## src/hdl/gpfgh_pkg.sv

```systemverilog
// Constants shared by the three-port GPIO block
package gpfgh_pkg;
  localparam int F_W = 8;
  localparam int G_W = 16;
  localparam int H_W = 11;
  localparam int IRQ_LINE_W = 24;

  // Byte addresses of the register words
  localparam logic [31:0] ADDR_F_CON = 32'h5600_0050;
  localparam logic [31:0] ADDR_F_DAT = 32'h5600_0054;
  localparam logic [31:0] ADDR_F_UP = 32'h5600_0058;
  localparam logic [31:0] ADDR_G_CON = 32'h5600_0060;
  localparam logic [31:0] ADDR_G_DAT = 32'h5600_0064;
  localparam logic [31:0] ADDR_G_UP = 32'h5600_0068;
  localparam logic [31:0] ADDR_H_CON = 32'h5600_0070;
  localparam logic [31:0] ADDR_H_DAT = 32'h5600_0074;
  localparam logic [31:0] ADDR_H_UP = 32'h5600_0078;

  // Reset values
  localparam logic [2*F_W-1:0] F_CON_RST = 16'h0000;
  localparam logic [2*G_W-1:0] G_CON_RST = 32'h0000_0000;
  localparam logic [2*H_W-1:0] H_CON_RST = 22'h00_0000;
  localparam logic [F_W-1:0] F_DAT_RST = 8'h00;
  localparam logic [G_W-1:0] G_DAT_RST = 16'h0000;
  localparam logic [H_W-1:0] H_DAT_RST = 11'h000;
  localparam logic [F_W-1:0] F_UP_RST = 8'h00;
  localparam logic [G_W-1:0] G_UP_RST = 16'hFC00;
  localparam logic [H_W-1:0] H_UP_RST = 11'h000;
  localparam logic [31:0] RDATA_RST = 32'h0000_0000;

  // Pin function codes
  localparam logic [1:0] FN_INPUT = 2'h0;
  localparam logic [1:0] FN_OUTPUT = 2'h1;
  localparam logic [1:0] FN_ALT2 = 2'h2;
  localparam logic [1:0] FN_ALT3 = 2'h3;

  // Pins on which code 10 / code 11 select a real function
  localparam logic [F_W-1:0] F_ALT2_MASK = 8'hFF;
  localparam logic [F_W-1:0] F_ALT3_MASK = 8'h00;
  localparam logic [G_W-1:0] G_ALT2_MASK = 16'hFFFF;
  localparam logic [G_W-1:0] G_ALT3_MASK = 16'h0EFC;
  localparam logic [H_W-1:0] H_ALT2_MASK = 11'h7FF;
  localparam logic [H_W-1:0] H_ALT3_MASK = 11'h0C0;

  typedef enum logic [1:0] {
    ST_IDLE = 2'b01,
    ST_RESP = 2'b10
  } gpfgh_state_t;
endpackage

```

## src/hdl/gpfgh_port.sv

```systemverilog
// Per-port pin multiplexer with registered pad and peripheral outputs
`timescale 1ns/1ps
`default_nettype none
module gpfgh_port
  import gpfgh_pkg::*;
#(
  parameter int W = 8,
  parameter logic [W-1:0] ALT2_MASK = '1,
  parameter logic [W-1:0] ALT3_MASK = '0,
  parameter logic [W-1:0] UP_RST = '0
) (
  input wire logic clk,
  input wire logic rst_n,
  input wire logic [2*W-1:0] con,
  input wire logic [W-1:0] dat,
  input wire logic [W-1:0] up,
  input wire logic [W-1:0] pin_in,
  input wire logic [W-1:0] alt2_out,
  input wire logic [W-1:0] alt2_oe,
  input wire logic [W-1:0] alt3_out,
  input wire logic [W-1:0] alt3_oe,
  output logic [W-1:0] rd_level,
  output logic [W-1:0] pin_out,
  output logic [W-1:0] pin_oe,
  output logic [W-1:0] pullup_en,
  output logic [W-1:0] alt2_in,
  output logic [W-1:0] alt3_in
);
  logic [W-1:0] is_out;
  logic [W-1:0] is_a2;
  logic [W-1:0] is_a3;
  logic [W-1:0] nxt_pin_out;
  logic [W-1:0] nxt_pin_oe;

  ////////////////////////////////////////////////////////////////////////////
  for (genvar i = 0; i < W; i++) begin : g_pin
    assign is_out[i] = con[2*i +: 2] == FN_OUTPUT;
    // Reserved codes leave the pad undriven and the peripheral blind
    assign is_a2[i] = (con[2*i +: 2] == FN_ALT2) && ALT2_MASK[i];
    assign is_a3[i] = (con[2*i +: 2] == FN_ALT3) && ALT3_MASK[i];
  end

  assign nxt_pin_out = (is_out & dat) | (is_a2 & alt2_out) | (is_a3 & alt3_out);
  assign nxt_pin_oe = is_out | (is_a2 & alt2_oe) | (is_a3 & alt3_oe);
  // Function pins return the pad level; software must not rely on it
  assign rd_level = (is_out & dat) | (~is_out & pin_in);

  ////////////////////////////////////////////////////////////////////////////
  always_ff @(posedge clk or negedge rst_n) begin
    if (!rst_n) begin
      pin_out <= '0;
      pin_oe <= '0;
      pullup_en <= ~UP_RST;
      alt2_in <= '0;
      alt3_in <= '0;
    end else begin
      pin_out <= nxt_pin_out;
      pin_oe <= nxt_pin_oe;
      pullup_en <= ~up;
      alt2_in <= pin_in & is_a2;
      alt3_in <= pin_in & is_a3;
    end
  end
endmodule
`default_nettype wire

```

## src/hdl/gpfgh_top.sv

```systemverilog
// APB register file and pin control for three general-purpose ports
// Notes on behaviour
// - First port: 2-bit function per pin, reset 0
// - Second port: 16 fields, 10 gives lines 8-23
// - Second port code 11 peripheral pin functions
// - Input pin: data read returns pin level
// - Output pin drives its data register bit
// - Function pin: data read value undefined
// - Pull-up on when control bit is 0
// - First-port pull-up control resets to zero
// - Second-port pull-up control resets to FC00
// - Third-port pull-up control resets to zero
//
// The implementer's own choice: register access over APB.
`timescale 1ns/1ps
`default_nettype none
module gpfgh_top
  import gpfgh_pkg::*;
(
  input wire logic clk,
  input wire logic rst_n,
  input wire logic psel,
  input wire logic penable,
  input wire logic pwrite,
  input wire logic [31:0] paddr,
  input wire logic [31:0] pwdata,
  output logic [31:0] prdata,
  output logic pready,
  output logic pslverr,
  input wire logic [gpfgh_pkg::F_W-1:0] first_port_pins_in,
  output logic [gpfgh_pkg::F_W-1:0] first_port_pins_out,
  output logic [gpfgh_pkg::F_W-1:0] first_port_pins_oe,
  output logic [gpfgh_pkg::F_W-1:0] first_port_pins_pullup_en,
  input wire logic [gpfgh_pkg::G_W-1:0] second_port_pins_in,
  output logic [gpfgh_pkg::G_W-1:0] second_port_pins_out,
  output logic [gpfgh_pkg::G_W-1:0] second_port_pins_oe,
  output logic [gpfgh_pkg::G_W-1:0] second_port_pins_pullup_en,
  input wire logic [gpfgh_pkg::H_W-1:0] third_port_pins_in,
  output logic [gpfgh_pkg::H_W-1:0] third_port_pins_out,
  output logic [gpfgh_pkg::H_W-1:0] third_port_pins_oe,
  output logic [gpfgh_pkg::H_W-1:0] third_port_pins_pullup_en,
  output logic [gpfgh_pkg::IRQ_LINE_W-1:0] external_interrupt_line,
  input wire logic [gpfgh_pkg::G_W-1:0] second_port_alt3_out,
  input wire logic [gpfgh_pkg::G_W-1:0] second_port_alt3_oe,
  output logic [gpfgh_pkg::G_W-1:0] second_port_alt3_in,
  input wire logic [gpfgh_pkg::H_W-1:0] third_port_alt2_out,
  input wire logic [gpfgh_pkg::H_W-1:0] third_port_alt2_oe,
  output logic [gpfgh_pkg::H_W-1:0] third_port_alt2_in,
  input wire logic [gpfgh_pkg::H_W-1:0] third_port_alt3_out,
  input wire logic [gpfgh_pkg::H_W-1:0] third_port_alt3_oe,
  output logic [gpfgh_pkg::H_W-1:0] third_port_alt3_in
);
  import gpfgh_pkg::*;

  function automatic logic hit(input logic [31:0] addr, input logic [31:0] base);
    hit = addr == base;
  endfunction

  gpfgh_state_t state_ff;
  gpfgh_state_t nxt_state;
  logic [2*F_W-1:0] f_con_ff;
  logic [F_W-1:0] f_dat_ff;
  logic [F_W-1:0] f_up_ff;
  logic [2*G_W-1:0] g_con_ff;
  logic [G_W-1:0] g_dat_ff;
  logic [G_W-1:0] g_up_ff;
  logic [2*H_W-1:0] h_con_ff;
  logic [H_W-1:0] h_dat_ff;
  logic [H_W-1:0] h_up_ff;
  logic [31:0] prdata_ff;
  logic pready_ff;
  logic pslverr_ff;
  logic [F_W-1:0] f_level;
  logic [G_W-1:0] g_level;
  logic [H_W-1:0] h_level;
  logic [F_W-1:0] f_irq;
  logic [G_W-1:0] g_irq;

  ////////////////////////////////////////////////////////////////////////////
  // Address decode
  // Full 32-bit compare, so an alias above the block never reaches a register
  wire sel_f_con = hit(paddr, ADDR_F_CON);
  wire sel_f_dat = hit(paddr, ADDR_F_DAT);
  wire sel_f_up = hit(paddr, ADDR_F_UP);
  wire sel_g_con = hit(paddr, ADDR_G_CON);
  wire sel_g_dat = hit(paddr, ADDR_G_DAT);
  wire sel_g_up = hit(paddr, ADDR_G_UP);
  wire sel_h_con = hit(paddr, ADDR_H_CON);
  wire sel_h_dat = hit(paddr, ADDR_H_DAT);
  wire sel_h_up = hit(paddr, ADDR_H_UP);
  wire mapped = sel_f_con | sel_f_dat | sel_f_up | sel_g_con | sel_g_dat | sel_g_up
              | sel_h_con | sel_h_dat | sel_h_up;

  // One wait state: the access phase is answered on its second edge
  // The registered answer keeps pready a clean flop output at the cost of a cycle
  wire access = psel & penable;
  wire commit = access & (state_ff == ST_RESP);
  wire wr = commit & pwrite & mapped;

  // Bits above a field's width are dropped on write and read back as zero
  wire [31:0] rd_word =
      ({32{sel_f_con}} & 32'(f_con_ff))
    | ({32{sel_f_dat}} & 32'(f_level))
    | ({32{sel_f_up}} & 32'(f_up_ff))
    | ({32{sel_g_con}} & 32'(g_con_ff))
    | ({32{sel_g_dat}} & 32'(g_level))
    | ({32{sel_g_up}} & 32'(g_up_ff))
    | ({32{sel_h_con}} & 32'(h_con_ff))
    | ({32{sel_h_dat}} & 32'(h_level))
    | ({32{sel_h_up}} & 32'(h_up_ff));

  // Two states only: the second access edge commits and the bus returns to idle
  always_comb begin
    nxt_state = state_ff;
    unique case (state_ff)
      ST_IDLE: begin
        if (access) begin
          nxt_state = ST_RESP;
        end
      end
      ST_RESP: begin
        nxt_state = ST_IDLE;
      end
      default: begin
        nxt_state = ST_IDLE;
      end
    endcase
  end

  ////////////////////////////////////////////////////////////////////////////
  // Bus response
  // Read data is forced to zero outside the answer cycle so no stale word lingers
  // Unmapped words answer with an error and leave every register untouched
  always_ff @(posedge clk or negedge rst_n) begin
    if (!rst_n) begin
      state_ff <= ST_IDLE;
      pready_ff <= 1'b0;
      pslverr_ff <= 1'b0;
      prdata_ff <= RDATA_RST;
    end else begin
      state_ff <= nxt_state;
      pready_ff <= access & (state_ff == ST_IDLE);
      pslverr_ff <= access & (state_ff == ST_IDLE) & ~mapped;
      prdata_ff <= (access & ~pwrite & (state_ff == ST_IDLE)) ? rd_word : RDATA_RST;
    end
  end

  assign prdata = prdata_ff;
  assign pready = pready_ff;
  assign pslverr = pslverr_ff;

  ////////////////////////////////////////////////////////////////////////////
  // First port registers
  // Data bits are stored in every pin mode; a later switch to output shows them
  always_ff @(posedge clk or negedge rst_n) begin
    if (!rst_n) begin
      f_con_ff <= F_CON_RST;
      f_dat_ff <= F_DAT_RST;
      f_up_ff <= F_UP_RST;
    end else begin
      if (wr & sel_f_con) begin
        f_con_ff <= pwdata[2*F_W-1:0];
      end
      if (wr & sel_f_dat) begin
        f_dat_ff <= pwdata[F_W-1:0];
      end
      if (wr & sel_f_up) begin
        f_up_ff <= pwdata[F_W-1:0];
      end
    end
  end

  ////////////////////////////////////////////////////////////////////////////
  // Second port registers
  // Pull-up control is a disable bit; the port module turns it into an enable
  always_ff @(posedge clk or negedge rst_n) begin
    if (!rst_n) begin
      g_con_ff <= G_CON_RST;
      g_dat_ff <= G_DAT_RST;
      g_up_ff <= G_UP_RST;
    end else begin
      if (wr & sel_g_con) begin
        g_con_ff <= pwdata[2*G_W-1:0];
      end
      if (wr & sel_g_dat) begin
        g_dat_ff <= pwdata[G_W-1:0];
      end
      if (wr & sel_g_up) begin
        g_up_ff <= pwdata[G_W-1:0];
      end
    end
  end

  ////////////////////////////////////////////////////////////////////////////
  // Third port registers
  // Eleven pins only: the upper code and data bits are not stored
  always_ff @(posedge clk or negedge rst_n) begin
    if (!rst_n) begin
      h_con_ff <= H_CON_RST;
      h_dat_ff <= H_DAT_RST;
      h_up_ff <= H_UP_RST;
    end else begin
      if (wr & sel_h_con) begin
        h_con_ff <= pwdata[2*H_W-1:0];
      end
      if (wr & sel_h_dat) begin
        h_dat_ff <= pwdata[H_W-1:0];
      end
      if (wr & sel_h_up) begin
        h_up_ff <= pwdata[H_W-1:0];
      end
    end
  end

  ////////////////////////////////////////////////////////////////////////////
  // Pin multiplexers; interrupt lines are inputs only, so code 10 there never drives
  gpfgh_port #(
    .W(F_W),
    .ALT2_MASK(F_ALT2_MASK),
    .ALT3_MASK(F_ALT3_MASK),
    .UP_RST(F_UP_RST)
  ) u_first (
    .clk(clk),
    .rst_n(rst_n),
    .con(f_con_ff),
    .dat(f_dat_ff),
    .up(f_up_ff),
    .pin_in(first_port_pins_in),
    .alt2_out('0),
    .alt2_oe('0),
    .alt3_out('0),
    .alt3_oe('0),
    .rd_level(f_level),
    .pin_out(first_port_pins_out),
    .pin_oe(first_port_pins_oe),
    .pullup_en(first_port_pins_pullup_en),
    .alt2_in(f_irq),
    .alt3_in()
  );

  // Code 11 pins: 11 timer clock 1, 10/9 uart1 cts/rts, 7/6/5 spi1 clk/mosi/miso,
  // 4 panel power-down, 3 spi1 select, 2 spi0 select
  gpfgh_port #(
    .W(G_W),
    .ALT2_MASK(G_ALT2_MASK),
    .ALT3_MASK(G_ALT3_MASK),
    .UP_RST(G_UP_RST)
  ) u_second (
    .clk(clk),
    .rst_n(rst_n),
    .con(g_con_ff),
    .dat(g_dat_ff),
    .up(g_up_ff),
    .pin_in(second_port_pins_in),
    .alt2_out('0),
    .alt2_oe('0),
    .alt3_out(second_port_alt3_out),
    .alt3_oe(second_port_alt3_oe),
    .rd_level(g_level),
    .pin_out(second_port_pins_out),
    .pin_oe(second_port_pins_oe),
    .pullup_en(second_port_pins_pullup_en),
    .alt2_in(g_irq),
    .alt3_in(second_port_alt3_in)
  );

  // Code 10 pins: 10/9 clock outputs 1/0, 8 uart external clock, 7/5/3 uart2/1/0
  // receive, 6/4/2 uart2/1/0 transmit, 1 uart0 rts, 0 uart0 cts.
  // Code 11 pins: 7 uart1 cts, 6 uart1 rts
  gpfgh_port #(
    .W(H_W),
    .ALT2_MASK(H_ALT2_MASK),
    .ALT3_MASK(H_ALT3_MASK),
    .UP_RST(H_UP_RST)
  ) u_third (
    .clk(clk),
    .rst_n(rst_n),
    .con(h_con_ff),
    .dat(h_dat_ff),
    .up(h_up_ff),
    .pin_in(third_port_pins_in),
    .alt2_out(third_port_alt2_out),
    .alt2_oe(third_port_alt2_oe),
    .alt3_out(third_port_alt3_out),
    .alt3_oe(third_port_alt3_oe),
    .rd_level(h_level),
    .pin_out(third_port_pins_out),
    .pin_oe(third_port_pins_oe),
    .pullup_en(third_port_pins_pullup_en),
    .alt2_in(third_port_alt2_in),
    .alt3_in(third_port_alt3_in)
  );

  // Lines 0-7 from the first port, 8-23 from the second in pin order
  // Pins outside code 10 hold their line low, so a stray level raises nothing
  assign external_interrupt_line = {g_irq, f_irq};
endmodule
`default_nettype wire

```

## config.mk

```make
export PLATFORM = sky130hd
export DESIGN_NAME = gpfgh_top
export DESIGN_NICKNAME = d
export VERILOG_FILES = /design/src/hdl/gpfgh_pkg.sv /design/src/hdl/gpfgh_port.sv /design/src/hdl/gpfgh_top.sv
export SDC_FILE = /design/constraint.sdc
export NUM_CORES = 1
export LEC_CHECK = 0
export BUFFER_PORTS_ARGS = -buffer_cell sky130_fd_sc_hd__buf_2
export CAP_MARGIN = 20
export CORE_ASPECT_RATIO = 1.25
export CORE_MARGIN = 2
export CORE_UTILIZATION = 58
export CTS_BUF_LIST = sky130_fd_sc_hd__clkbuf_4
export DETAILED_ROUTE_END_ITERATION = 16
export HOLD_SLACK_MARGIN = 0.1
export PLACE_DENSITY = 0.89
export SETUP_SLACK_MARGIN = 0.2
export SLEW_MARGIN = 20
export SYNTH_ARGS = -nofsm -noshare
export SYNTH_HDL_FRONTEND = slang
export SYNTH_SLANG_ARGS = --single-unit
```

## constraint.sdc

```tcl
create_clock -name clk -period 3.7 [get_ports clk]
set_input_delay 0.185 -clock clk [delete_from_list [all_inputs] [get_ports clk]]
set_output_delay 0.185 -clock clk [all_outputs]
set_load 0.02 [all_outputs]
```

; ---- Word level (Yosys, flattened, before mapping)
; Index checks and enable logic that the tools add are counted.
; Widths: inputs -> output; s select.
[totals]
register_bits = 343
latchBits = 0
ramBits = 0
rom_bits = 0
mem_count = 0
[classes]
addsub = 0
mul = 0
div = 0
magnitude_cmp = 0
eq_ne = 93
shift = 0
n_mux = 3
bitwise = 76
reduce_logical = 0
[ops]
columns = cell, n
row1 = $eq 32x31->1 const B, 9
row2 = $or 32x32->32, 8
row3 = $and 32x16->32, 3
row4 = $eq 2x2->1 const B, 47
row5 = $eq 2x1->1 const B, 36
row6 = $and 32x11->32, 2
row7 = $and 32x8->32, 2
row8 = $and 11x11->11, 5
row9 = $or 11x11->11, 5
row10 = $and 16x16->16, 3
row11 = $or 16x16->16, 3
row12 = $and 12x16->16, 2
row13 = $and 32x22->32, 1
row14 = $and 32x32->32, 1
row15 = $mux 32, 1
row16 = $not 16->16, 2
row17 = $and 8x8->8, 3
row18 = $and 8x11->11, 2
row19 = $not 11->11, 2
row20 = $and 1x1->1, 17
row21 = $and 16x12->16, 1
row22 = $not 8->8, 2
row23 = $and 11x8->11, 1
row24 = $or 1x1->1, 8
row25 = 4 further kinds, 6

; ---- Logic depth before layout (Yosys ltp)
; Gate-level depths: netlist of the first run.
[depth]
word_depth = 14
mapped_depth = 9
mapped_depth_nobuf = 5

; ---- Modules after synthesis
; From an unflattened synthesis of the first run, not the netlist that was laid out.
[hier_totals]
hier_cells = 1053
area_unflattened_um2 = 14012.2
[modules_own_cells]
columns = mod, n_inst, cells_each, area_per_inst_um2
row1 = gpfgh_top, 1, 553, 7775.0
row2 = gpfgh_port (u_second), 1, 244, 2962.8
row3 = gpfgh_port (u_third), 1, 154, 1920.6
row4 = gpfgh_port (u_first), 1, 102, 1353.8

; ---- Least setup slack after synthesis of the first run
; OpenSTA, ideal clock, no wires.
[synth_path]
path_type = input port to flip-flop
from = input port paddr[20]
to = register g_dat_ff[10]
setup_time_ns = 0.125
t_arrival_ns = 1.791
t_required_ns = 3.575
slack_ns = 1.784
path_stages = 7
path_buffers = 2
path_cell_list = nor4_2 nand4_1 or3b_1 buf_6 nor2_8 buf_12 mux2_4
[synth_between]
elab_chain_len = 11
elab_cells_between_ends = 19
[synth_lines]
columns = element, line_no
row1 = from (decl), gpfgh_top.sv:25  ; input wire logic [31:0] paddr,
row2 = $eq 32x31->1, gpfgh_top.sv:56  ; hit = addr == base;
row3 = $or 1x1->1 (5 in a row), gpfgh_top.sv:91  ; wire mapped = sel_f_con | sel_f_dat | sel_f_up | sel_g_con | sel_g_dat | sel_g_up
row4 = $or 1x1->1 (3 in a row), gpfgh_top.sv:92  ; | sel_h_con | sel_h_dat | sel_h_up;
row5 = $and 1x1->1, gpfgh_top.sv:98  ; wire wr = commit & pwrite & mapped;
row6 = $and 1x1->1 (*), gpfgh_top.sv:185  ; if (wr & sel_g_dat) begin
row7 = to (signal assigned), gpfgh_top.sv:186  ; g_dat_ff <= pwdata[G_W-1:0];
row8 = to (decl), gpfgh_top.sv:65  ; logic [G_W-1:0] g_dat_ff;
; Mark *: on every way between the ends. The rest lies on a longest branch, timed or not.
; A chain may end at the register's enable or synchronous reset.

; ---- Worst setup path after layout of the first run
[layout_path]
from = register state_ff[1]
to = register h_con_ff[0]
[layout_between]
elab_chain_len = 5
[layout_lines]
columns = element, line_no
row1 = from (decl), gpfgh_top.sv:59  ; gpfgh_state_t state_ff;
row2 = from (signal assigned), gpfgh_top.sv:141  ; state_ff <= nxt_state;
row3 = $eq 2x2->1, gpfgh_top.sv:97  ; wire commit = access & (state_ff == ST_RESP);
row4 = $and 1x1->1, gpfgh_top.sv:97
row5 = $and 1x1->1 (2 in a row), gpfgh_top.sv:98
row6 = $and 1x1->1, gpfgh_top.sv:203  ; if (wr & sel_h_con) begin
row7 = to (signal assigned), gpfgh_top.sv:204  ; h_con_ff <= pwdata[2*H_W-1:0];
row8 = to (decl), gpfgh_top.sv:67  ; logic [2*H_W-1:0] h_con_ff;
; No other way between the ends.

==> results of run 1 <==
-- cells in the final DEF (no fill, tap or decap), types with 5 or more instances in the layout --
master / netlist / layout
a221oi_1: 5 / 5
buf_2: 10 / 331
buf_4: 21 / 12
a22o_1: 10 / 10
mux2_1: 21 / 21
nor2_1: 40 / 40
dfstp_2: 36 / 36
diode_2: 0 / 5
nand3_1: 5 / 5
a31oi_1: 7 / 7
nor2b_1: 46 / 46
and3b_1: 20 / 20
dlygate4sd3_1: 0 / 119
mux2_4: 40 / 40
a21oi_1: 21 / 21
a21boi_0: 9 / 9
clkbuf_4: 0 / 122
conb_1: 1 / 16
nand2_1: 45 / 45
nor2_8: 5 / 5
and2_1: 28 / 28
o21ai_0: 23 / 23
and3_1: 22 / 21
mux2_2: 79 / 79
nand2b_1: 6 / 6
inv_1: 51 / 51
a222oi_1: 6 / 6
mux2i_1: 43 / 43
clkinv_1: 0 / 15
a32oi_1: 8 / 8
a21o_1: 9 / 9
dfrtp_1: 291 / 291
a22oi_1: 8 / 8
-- report_power, final --
part           total, W  switching (W)  internal (W)  leakage, nW
combinational  0.000369       0.000205      0.000164         4.18
clock           0.00310        0.00146       0.00164        0.629
sequential      0.00358     0.00000130       0.00358         4.41
-- per-stage QoR --
| step | cells | hold WS (ns) | total power [W] | utilization |
|---|---|---|---|---|
| floorplan | 994 | -0.111 | 0.00371 | - |
| global placement | 1570 | 0.265 | 0.00390 | 0.677 |
| detailed placement | 1570 | 0.277 | 0.00390 | 0.677 |
| CTS | 1832 | 0.130 | 0.00703 | 0.777 |
| global route | 1836 | 0.151 | 0.00731 | 0.778 |
| finish | 1837 | 0.136 | 0.00705 | 0.778 |
-- logic make-up after synthesis --
family | count (synthesis)
AND/OR/NAND/NOR | 243
XOR/XNOR | 1
flip-flops | 327
buffers and inverters | 104
AO/OA/AOI/OAI | 120
multiplexers | 183
other | 1
-- area by class of cell --
cell class                      instances  area, um^2
Antenna cell                            5        12.5
Clock buffer                          122         916
Clock inverter                         21         134
Fill cell                            1243        4970
Inverter                               51         191
Multi-Input combinational cell        563        4560
Sequential cell                       327        8230
Tap cell                              283         354
Timing Repair Buffer                  465        2990
-- metal layers --
metal	track usage	share of wire	vias up
li1	-	-	4442
met1	0.390	0.35	5322
met2	0.609	0.52	658
met3	0.0784	0.075	166
met4	0.210	0.060	0
met5	0	0	-
-- worst max path at each step --
stage	to	slack (ns)	depth (start not counted)
after floorplan	g_dat_ff[10]	1.78	7
after global placement	h_con_ff[0]	0.87	6
after detailed placement	h_con_ff[0]	0.78	6
after CTS	h_con_ff[0]	0.95	4
after global routing	h_con_ff[0]	0.83	5
final	h_con_ff[0]	0.90	5
-- flip-flops by register name (all words and copies together), names as in the netlist, 16 cells and up --
signal	cells
f_con_ff	16
h_con_ff	22
u_second.pullup_en	16
g_dat_ff	16
u_second.pin_oe	16
g_up_ff	16
prdata	32
g_con_ff	32
u_second.alt2_in	16
u_second.pin_out	16
==> results.sh, run 1 <==
export IMPL_outcome="complete, no violations"
export IMPL_p_per_area_nw_per_um2=405
export IMPL_hold_violations=0
export IMPL_setup_tns_ns=0
export IMPL_detail_route_wl_per_cell_um=23.1
export IMPL_ant_nets=0
export IMPL_worst_r2r_setup_slack_ns=0.90
export IMPL_cp_startpoint="state_ff[1]"
export IMPL_synthMuxAreaShare=0.162
export IMPL_rsz0062_at_grt="false"
export IMPL_ys_seq_elements=327
export IMPL_vias_per_cell=5.76
export IMPL_num_io_pins=381
export IMPL_drive_above_1_share=0.414
export IMPL_worstPathRequired_ns=4.24
export IMPL_coreArea_um2=22400
export IMPL_ys_top_cells_by_area="dfrtp_1, dfstp_2, mux2_2"
export IMPL_grt_overflow=0
export IMPL_synth_top_cell_by_area="dfrtp_1"
export IMPL_r2r_cells=5
export IMPL_die_w_um=139
export IMPL_yosys_area_share_simple=0.111
export IMPL_synthXorXnorAreaFrac=0.000659
export IMPL_max_clock_freq_mhz=357
export IMPL_cts_path_max_buffers=3
export IMPL_drtPass1Iterations=5
export IMPL_grt_max_degree=107
export IMPL_track_usage=0.350
export IMPL_clkSlewWorstSetupHoldPaths_ns=0.09
export IMPL_syn_area_um2=13300
export IMPL_cts_buffers=78
export IMPL_setup_ws_ns=0.902
export IMPL_timing_rr_start="state_ff[1]"
export IMPL_cp_slowest_cell="or3b_1"
export IMPL_yosys_area_share_adder=0
export IMPL_synthTopCellsByCount="dfrtp_1, mux2_2, inv_1, nor2b_1, nand2_1"
export IMPL_setup_violations=0
export IMPL_dp_hpwl_um=25100
export IMPL_arrival_ns=3.34
export IMPL_clock_latency_ns=0.69
export IMPL_yosys_warnings=0
export IMPL_yosysSeqAreaShare=0.620
export IMPL_fin_crit_sh=0.756
export IMPL_portBuffers=332
export IMPL_drc=0
export IMPL_syn_inst=979
export IMPL_max_cap_violations=0
export IMPL_startpoint_type="flip-flop"
export IMPL_finClkSkew_ns=0.0437
export IMPL_cts_resized=0
export IMPL_cts_sinks=327
export IMPL_hp_class="in -> async"
export IMPL_area_growth_pct=30.9
export IMPL_fp_dieArea_um2=24100
export IMPL_synth_edff_count=0
export IMPL_synth_ff_type="dfrtp_1"
export IMPL_die_h_um=173
export IMPL_yosysMostFrequentCell="dfrtp_1"
export IMPL_rows=61
export IMPL_htree_levels=3
export IMPL_layout_nets=1666
export IMPL_grt_pass1_vias=11374
export IMPL_critical_path_buf_inv_count=0
export IMPL_holdBufCountCts=119
export IMPL_synth_top_family_by_area="multiplexers"
export IMPL_synth_lib_cells_used_distinct=55
export IMPL_cts_tree="built"
export IMPL_cp_end_kind="flip-flop"
export IMPL_cp_max_fo=22
export IMPL_synth_compound_area_frac=0.0627
export IMPL_drt_total_wl_um=42500
export IMPL_synthArstFlopShare=1.00
export IMPL_crit_family="simple AND/OR/NAND/NOR gates"
export IMPL_path_cells="nand2_1, nor3_1, or3b_1, nor2_8, mux2_2"
export IMPL_cts_root_buf="clkbuf_4"
export IMPL_vias=10588
export IMPL_cts_setup_buffers=0
export IMPL_yosysTopAreaCellShare=0.548
export IMPL_p_leak_nw=9.22
export IMPL_post_place_ws_ns=0.782
export IMPL_start_util=0.594
export IMPL_grt_pass1_wl_um=64300
export IMPL_drtIter0Drc=733
export IMPL_maxSlewHeadroom=0.297
export IMPL_post_dp_cell_area_um2=15100
export IMPL_tightest_slew_ns=1.05
export IMPL_crit_type="reg -> reg"
export IMPL_r2r_end="h_con_ff[0]"
export IMPL_antenna_found_initial=4
export IMPL_postLayoutCellArea_um2=17400
export IMPL_place_congestion=0.830
export IMPL_min_period_ns=2.80
export IMPL_drv_slew=0
export IMPL_avgSynthCellArea_um2=13.6
export IMPL_max_vdd_ir_drop_uv=286
export IMPL_slowest_delay_ns=0.77
Note: power is estimated with default switching activity, not from simulation.
==> inputs of run 2 (changes only) <==
CORE_UTILIZATION = 54   (was 58)
PLACE_DENSITY = 0.84   (was 0.89)
clock period = 2.59 ns   (was 3.7 ns; I/O delays follow)
==> results.sh, run 2 (synthesis gave the netlist of run 1 again) <==
export IMPL_outcome="complete, no violations"
export IMPL_setup_violations=0
export IMPL_cp_slowest_cell="dfrtp_1"
export IMPL_fin_crit_sh=0.881
export IMPL_vias_per_cell=5.39
export IMPL_portBuffers=332
export IMPL_cts_tree="built"
export IMPL_grt_pass1_vias=11157
export IMPL_cts_resized=0
export IMPL_timing_rr_start="state_ff[1]"
export IMPL_grt_overflow=0
export IMPL_top_layer_used="met4"
export IMPL_hp_class="in -> reg"
export IMPL_cp_startpoint="state_ff[1]"
export IMPL_worst_r2r_setup_slack_ns=0.31
export IMPL_final_cell_mix="buf_2, dfrtp_1, dlygate4sd3_1"
export IMPL_ant_nets=0
export IMPL_htree_levels=3
export IMPL_arrival_ns=2.84
export IMPL_met3WireLength_um=2990
export IMPL_die_w_um=144
export IMPL_min_from="paddr[3]"
export IMPL_fp_dieArea_um2=25900
export IMPL_drc=0
export IMPL_p_leak_nw=9.43
export IMPL_min_period_ns=2.28
export IMPL_dp_hpwl_um=26300
export IMPL_final_common_cell="buf_2"
export IMPL_layout_nets=1703
export IMPL_cts_path_max_buffers=3
export IMPL_track_usage=0.317
export IMPL_clock_latency_ns=0.69
export IMPL_num_io_pins=381
export IMPL_cts_setup_buffers=0
export IMPL_clkSlewWorstSetupHoldPaths_ns=0.07
export IMPL_cp_max_fo=11
export IMPL_vias=10374
export IMPL_p_seq_frac=0.506
export IMPL_die_h_um=179
export IMPL_tightest_slew_ns=0.719
export IMPL_p_switching_w=0.00240
export IMPL_setup_tns_ns=0
export IMPL_detail_route_wl_per_cell_um=21.4
export IMPL_grt_max_degree=63
export IMPL_critical_path_buf_inv_count=3
export IMPL_p_per_area_nw_per_um2=566
export IMPL_drtPass1Iterations=5
export IMPL_fin_util=0.733
export IMPL_setup_ws_ns=0.307
export IMPL_cts_sinks=327
export IMPL_pwr_share_clk=0.440
export IMPL_cp_common_cell="buf_4"
export IMPL_grt_pass1_wl_um=61100
export IMPL_cellInternalPower_w=0.00771
export IMPL_crit_family="simple AND/OR/NAND/NOR gates"
export IMPL_cts_root_buf="clkbuf_4"
export IMPL_rsz0062_at_grt="false"
export IMPL_start_util=0.546
export IMPL_crit_type="reg -> reg"
export IMPL_drt_total_wl_um=41300
export IMPL_postLayoutCellArea_um2=17800
export IMPL_post_dp_cell_area_um2=15500
export IMPL_power_switching_share=0.237
export IMPL_maxSlewHeadroom=0.520
export IMPL_rows=64
export IMPL_cp_end_kind="flip-flop"
export IMPL_worstPathRequired_ns=3.14
export IMPL_post_place_ws_ns=0.240
export IMPL_drtIter0Drc=511
export IMPL_path_cells="nand2_1, nor3_1, buf_4, or3b_1, buf_4, nor2_8, buf_12, mux2_2"
export IMPL_place_congestion=0.873
export IMPL_slowest_delay_ns=0.35
export IMPL_max_vdd_ir_drop_uv=377
export IMPL_antenna_found_initial=6
export IMPL_hold_violations=0
export IMPL_drv_slew=0
export IMPL_coreArea_um2=24300
export IMPL_max_cap_violations=0
export IMPL_wl_met2_um=21300
export IMPL_area_growth_pct=34.4
export IMPL_drive_above_1_share=0.424
export IMPL_p_total_w=0.0101
export IMPL_startpoint_type="flip-flop"
export IMPL_finClkSkew_ns=0.0403
export IMPL_max_clock_freq_mhz=438
export IMPL_comb_power_share=0.054
export IMPL_cts_buffers=79
export IMPL_wl_met1_um=14800
## run 2: cell types whose count changed in the layout (fill, tap and decap cells not counted), sizes merged
cell | previous run | this run
clkinv | 17 | 24
inv | 53 | 51
clkinvlp | 0 | 1
dlygate4sd3 | 119 | 123
diode | 5 | 6
clkbuf | 122 | 121
buf | 346 | 378
## run 2: cell type report
class | count | area [um^2]
repair buffers | 501 | 3360
well taps | 330 | 413
fillers | 1545 | 6500
clock inverters | 27 | 166
flip-flops and latches | 327 | 8230
inverters | 51 | 191
clock buffers | 121 | 908
multi-input cells | 563 | 4560
diodes | 6 | 15.0
## run 2: repair_timing
item,CTS,global route
hold buffers,124,0
endpoints found under the hold margin,525,0
endpoints found under the setup margin,0,0
## run 2: final timing paths
path / to / depth (start not counted)
setup / recovery: g_dat_ff[15] / 8
hold / removal: prdata[0] / 5
setup reg to reg: g_dat_ff[15] / 8
hold reg to reg: u_first.pullup_en[3] / 1
max in group asynchronous: u_third.pullup_en[2] / 4
min in group asynchronous: h_up_ff[9] / 3
## run 2: worst min-delay path, cell delays in order
cell and delay, ns:
buf_2 0.16, mux2i_1 0.15, nor4_1 0.07, o21ai_0 0.16, a31oi_1 0.08
## run 2: power by group through the flow
stage	clock [W]	combinational (W)	sequential [W]
after floorplan	0	0.0000930	0.00521
after global placement	0	0.000377	0.00521
after detailed placement	0	0.000385	0.00521
after CTS	0.00448	0.000539	0.00511
after global routing	0.00479	0.000593	0.00511
final	0.00445	0.000549	0.00511
## run 2: per-layer routing
metal,vias up,global-route usage
met2,530,0.551
li1,4521,-
met3,143,0.0763
met5,-,0
met4,0,0.192
met1,5180,0.352
## run 2: metrics by stage
stage                     std cells  hold slack (ns)
after floorplan                 994           -0.166
after global placement         1648            0.199
after detailed placement       1648            0.206
after CTS                      1920            0.104
after global routing           1926            0.165
final                          1926            0.154
==> inputs of run 3 (changes only) <==
CORE_UTILIZATION = 45   (was 54)
PLACE_DENSITY = 0.72   (was 0.84)
==> results.sh, run 3 (synthesis gave the netlist of run 1 again) <==
export IMPL_cp_common_cell="dlygate4sd3_1"
export IMPL_finClkSkew_ns=0.0416
export IMPL_dp_hpwl_um=26200
export IMPL_portBuffers=332
export IMPL_final_common_cell="buf_2"
export IMPL_start_util=0.455
export IMPL_slowest_delay_ns=0.60
export IMPL_fin_crit_sh=0.901
export IMPL_final_cell_mix="buf_2, dfrtp_1, clkbuf_4, dlygate4sd3_1, mux2_2"
export IMPL_hp_class="in -> reg"
export IMPL_arrival_ns=2.89
export IMPL_tightest_slew_ns=0.971
export IMPL_htree_levels=3
export IMPL_p_seq_frac=0.510
export IMPL_grt_max_degree=74
export IMPL_vias=10048
export IMPL_ant_nets=0
export IMPL_drt_total_wl_um=39600
export IMPL_die_w_um=158
export IMPL_hold_violations=0
export IMPL_critical_path_buf_inv_count=5
export IMPL_comb_power_share=0.054
export IMPL_rsz0062_at_grt="false"
export IMPL_maxSlewHeadroom=0.353
export IMPL_crit_type="in -> reg"
export IMPL_detail_route_wl_per_cell_um=19.9
export IMPL_pwr_share_clk=0.436
export IMPL_p_switching_w=0.00236
export IMPL_track_usage=0.257
export IMPL_coreArea_um2=29200
export IMPL_cp_end_kind="flip-flop"
export IMPL_antenna_found_initial=4
export IMPL_cellInternalPower_w=0.00766
export IMPL_crit_family="buffers and inverters"
export IMPL_max_vdd_ir_drop_uv=358
export IMPL_setup_violations=0
export IMPL_place_congestion=0.822
export IMPL_setup_tns_ns=0
export IMPL_p_leak_nw=9.42
export IMPL_grt_overflow=0
export IMPL_startpoint_type="input pin"
export IMPL_drive_above_1_share=0.423
export IMPL_layout_nets=1703
export IMPL_outcome="complete, no violations"
export IMPL_cp_slowest_cell="dlygate4sd3_1"
export IMPL_path_cells="dlygate4sd3_1, buf_2, nor4_1, nand2_1, dlygate4sd3_1, nor2_1, buf_4, and3_2, buf_12, mux2_2"
export IMPL_die_h_um=196
export IMPL_worstPathRequired_ns=3.15
export IMPL_clkSlewWorstSetupHoldPaths_ns=0.07
export IMPL_cts_resized=0
export IMPL_p_per_area_nw_per_um2=560
export IMPL_min_period_ns=2.33
export IMPL_drtPass1Iterations=5
export IMPL_vias_per_cell=5.05
export IMPL_max_cap_violations=0
export IMPL_cts_sinks=327
export IMPL_area_growth_pct=34.7
export IMPL_num_io_pins=381
export IMPL_drc=0
export IMPL_fp_dieArea_um2=30900
export IMPL_cts_tree="built"
export IMPL_cts_buffers=82
export IMPL_cp_max_fo=24
export IMPL_drv_slew=0
export IMPL_grt_pass1_wl_um=59500
export IMPL_cts_root_buf="clkbuf_4"
export IMPL_clock_latency_ns=0.71
export IMPL_p_total_w=0.0100
export IMPL_max_clock_freq_mhz=429
export IMPL_rows=70
export IMPL_grt_pass1_vias=10650
export IMPL_power_switching_share=0.235
export IMPL_cts_path_max_buffers=3
export IMPL_drtIter0Drc=424
[run 3: cell count changes in the layout (fill, tap and decap cells not counted)]
cell           change
clkbuf_4           +3
inv_2              +1
clkinv_2           +2
dlygate4sd3_1      +1
buf_4              -4
diode_2            -1
clkinv_4           -1
clkinvlp_4         -1
bufinv_16          -1
[run 3: timing repair]
action                                 CTS  global route
hold buffers                           124             0
endpoints found under the hold margin  560             0
setup buffers                            0             1
setup endpoints to repair                0            48
[run 3: worst paths after layout]
kind                                         from                     to  slack [ns]  cells past startpoint
min                        third_port_alt2_out[2]     u_third.pin_out[2]        0.15                      3
max reg2reg                           state_ff[0]            h_dat_ff[1]        0.37                      7
min in group asynchronous                   rst_n    u_second.alt2_in[4]        0.55                      3
min reg2reg                            g_up_ff[6]  u_second.pullup_en[6]        0.39                      1
max                                     paddr[19]           g_con_ff[24]        0.26                     10
max in group asynchronous                   rst_n   u_third.pullup_en[4]        1.20                      4
[run 3: routing by layer]
| layer | vias to the layer above | global-route usage | routed length, um |
|---|---|---|---|
| met2 | 437 | 0.452 | 20700 |
| met4 | 0 | 0.112 | 1380 |
| li1 | 4531 | - | - |
| met5 | - | 0 | 0 |
| met3 | 95 | 0.0554 | 2310 |
| met1 | 4985 | 0.298 | 15200 |
[run 3: layout make-up]
| type | count | area (um^2) |
|---|---|---|
| multi-input combinational | 563 | 4560 |
| inverter | 51 | 191 |
| clock buffer | 124 | 931 |
| antenna | 5 | 12.5 |
| fill | 2281 | 11300 |
| clock inverter | 27 | 134 |
| tap | 396 | 495 |
| sequential | 327 | 8230 |
| timing repair buffer | 498 | 3340 |
[run 3: tightest hold or removal path, delay by kind of cell]
kind	cells	cell delay [ns]
buffers and inverters	2	0.61
AO/OA/AOI/OAI	1	0.09
[run 3: through the flow]
stage | hold WS (ns) | worst slack, ns | util | std cells | cell area, um^2
2_1_floorplan | -0.166 | 0.709 | - | 994 | 13300
3_3_place_gp | 0.160 | 0.335 | 0.534 | 1710 | 15600
3_5_place_dp | 0.168 | 0.272 | 0.534 | 1710 | 15600
4_1_cts | 0.104 | 0.222 | 0.613 | 1985 | 17900
5_1_grt | 0.118 | 0.211 | 0.613 | 1990 | 17900
6_report | 0.152 | 0.257 | 0.614 | 1991 | 17900
[run 3: power by group through the flow]
stage	Clock [W]	Sequential, W	Combinational, W
final	0.00436	0.00511	0.000540
after global routing	0.00477	0.00511	0.000589
after detailed placement	0	0.00521	0.000392
after global placement	0	0.00521	0.000385
after floorplan	0	0.00521	0.0000930
after CTS	0.00447	0.00511	0.000540
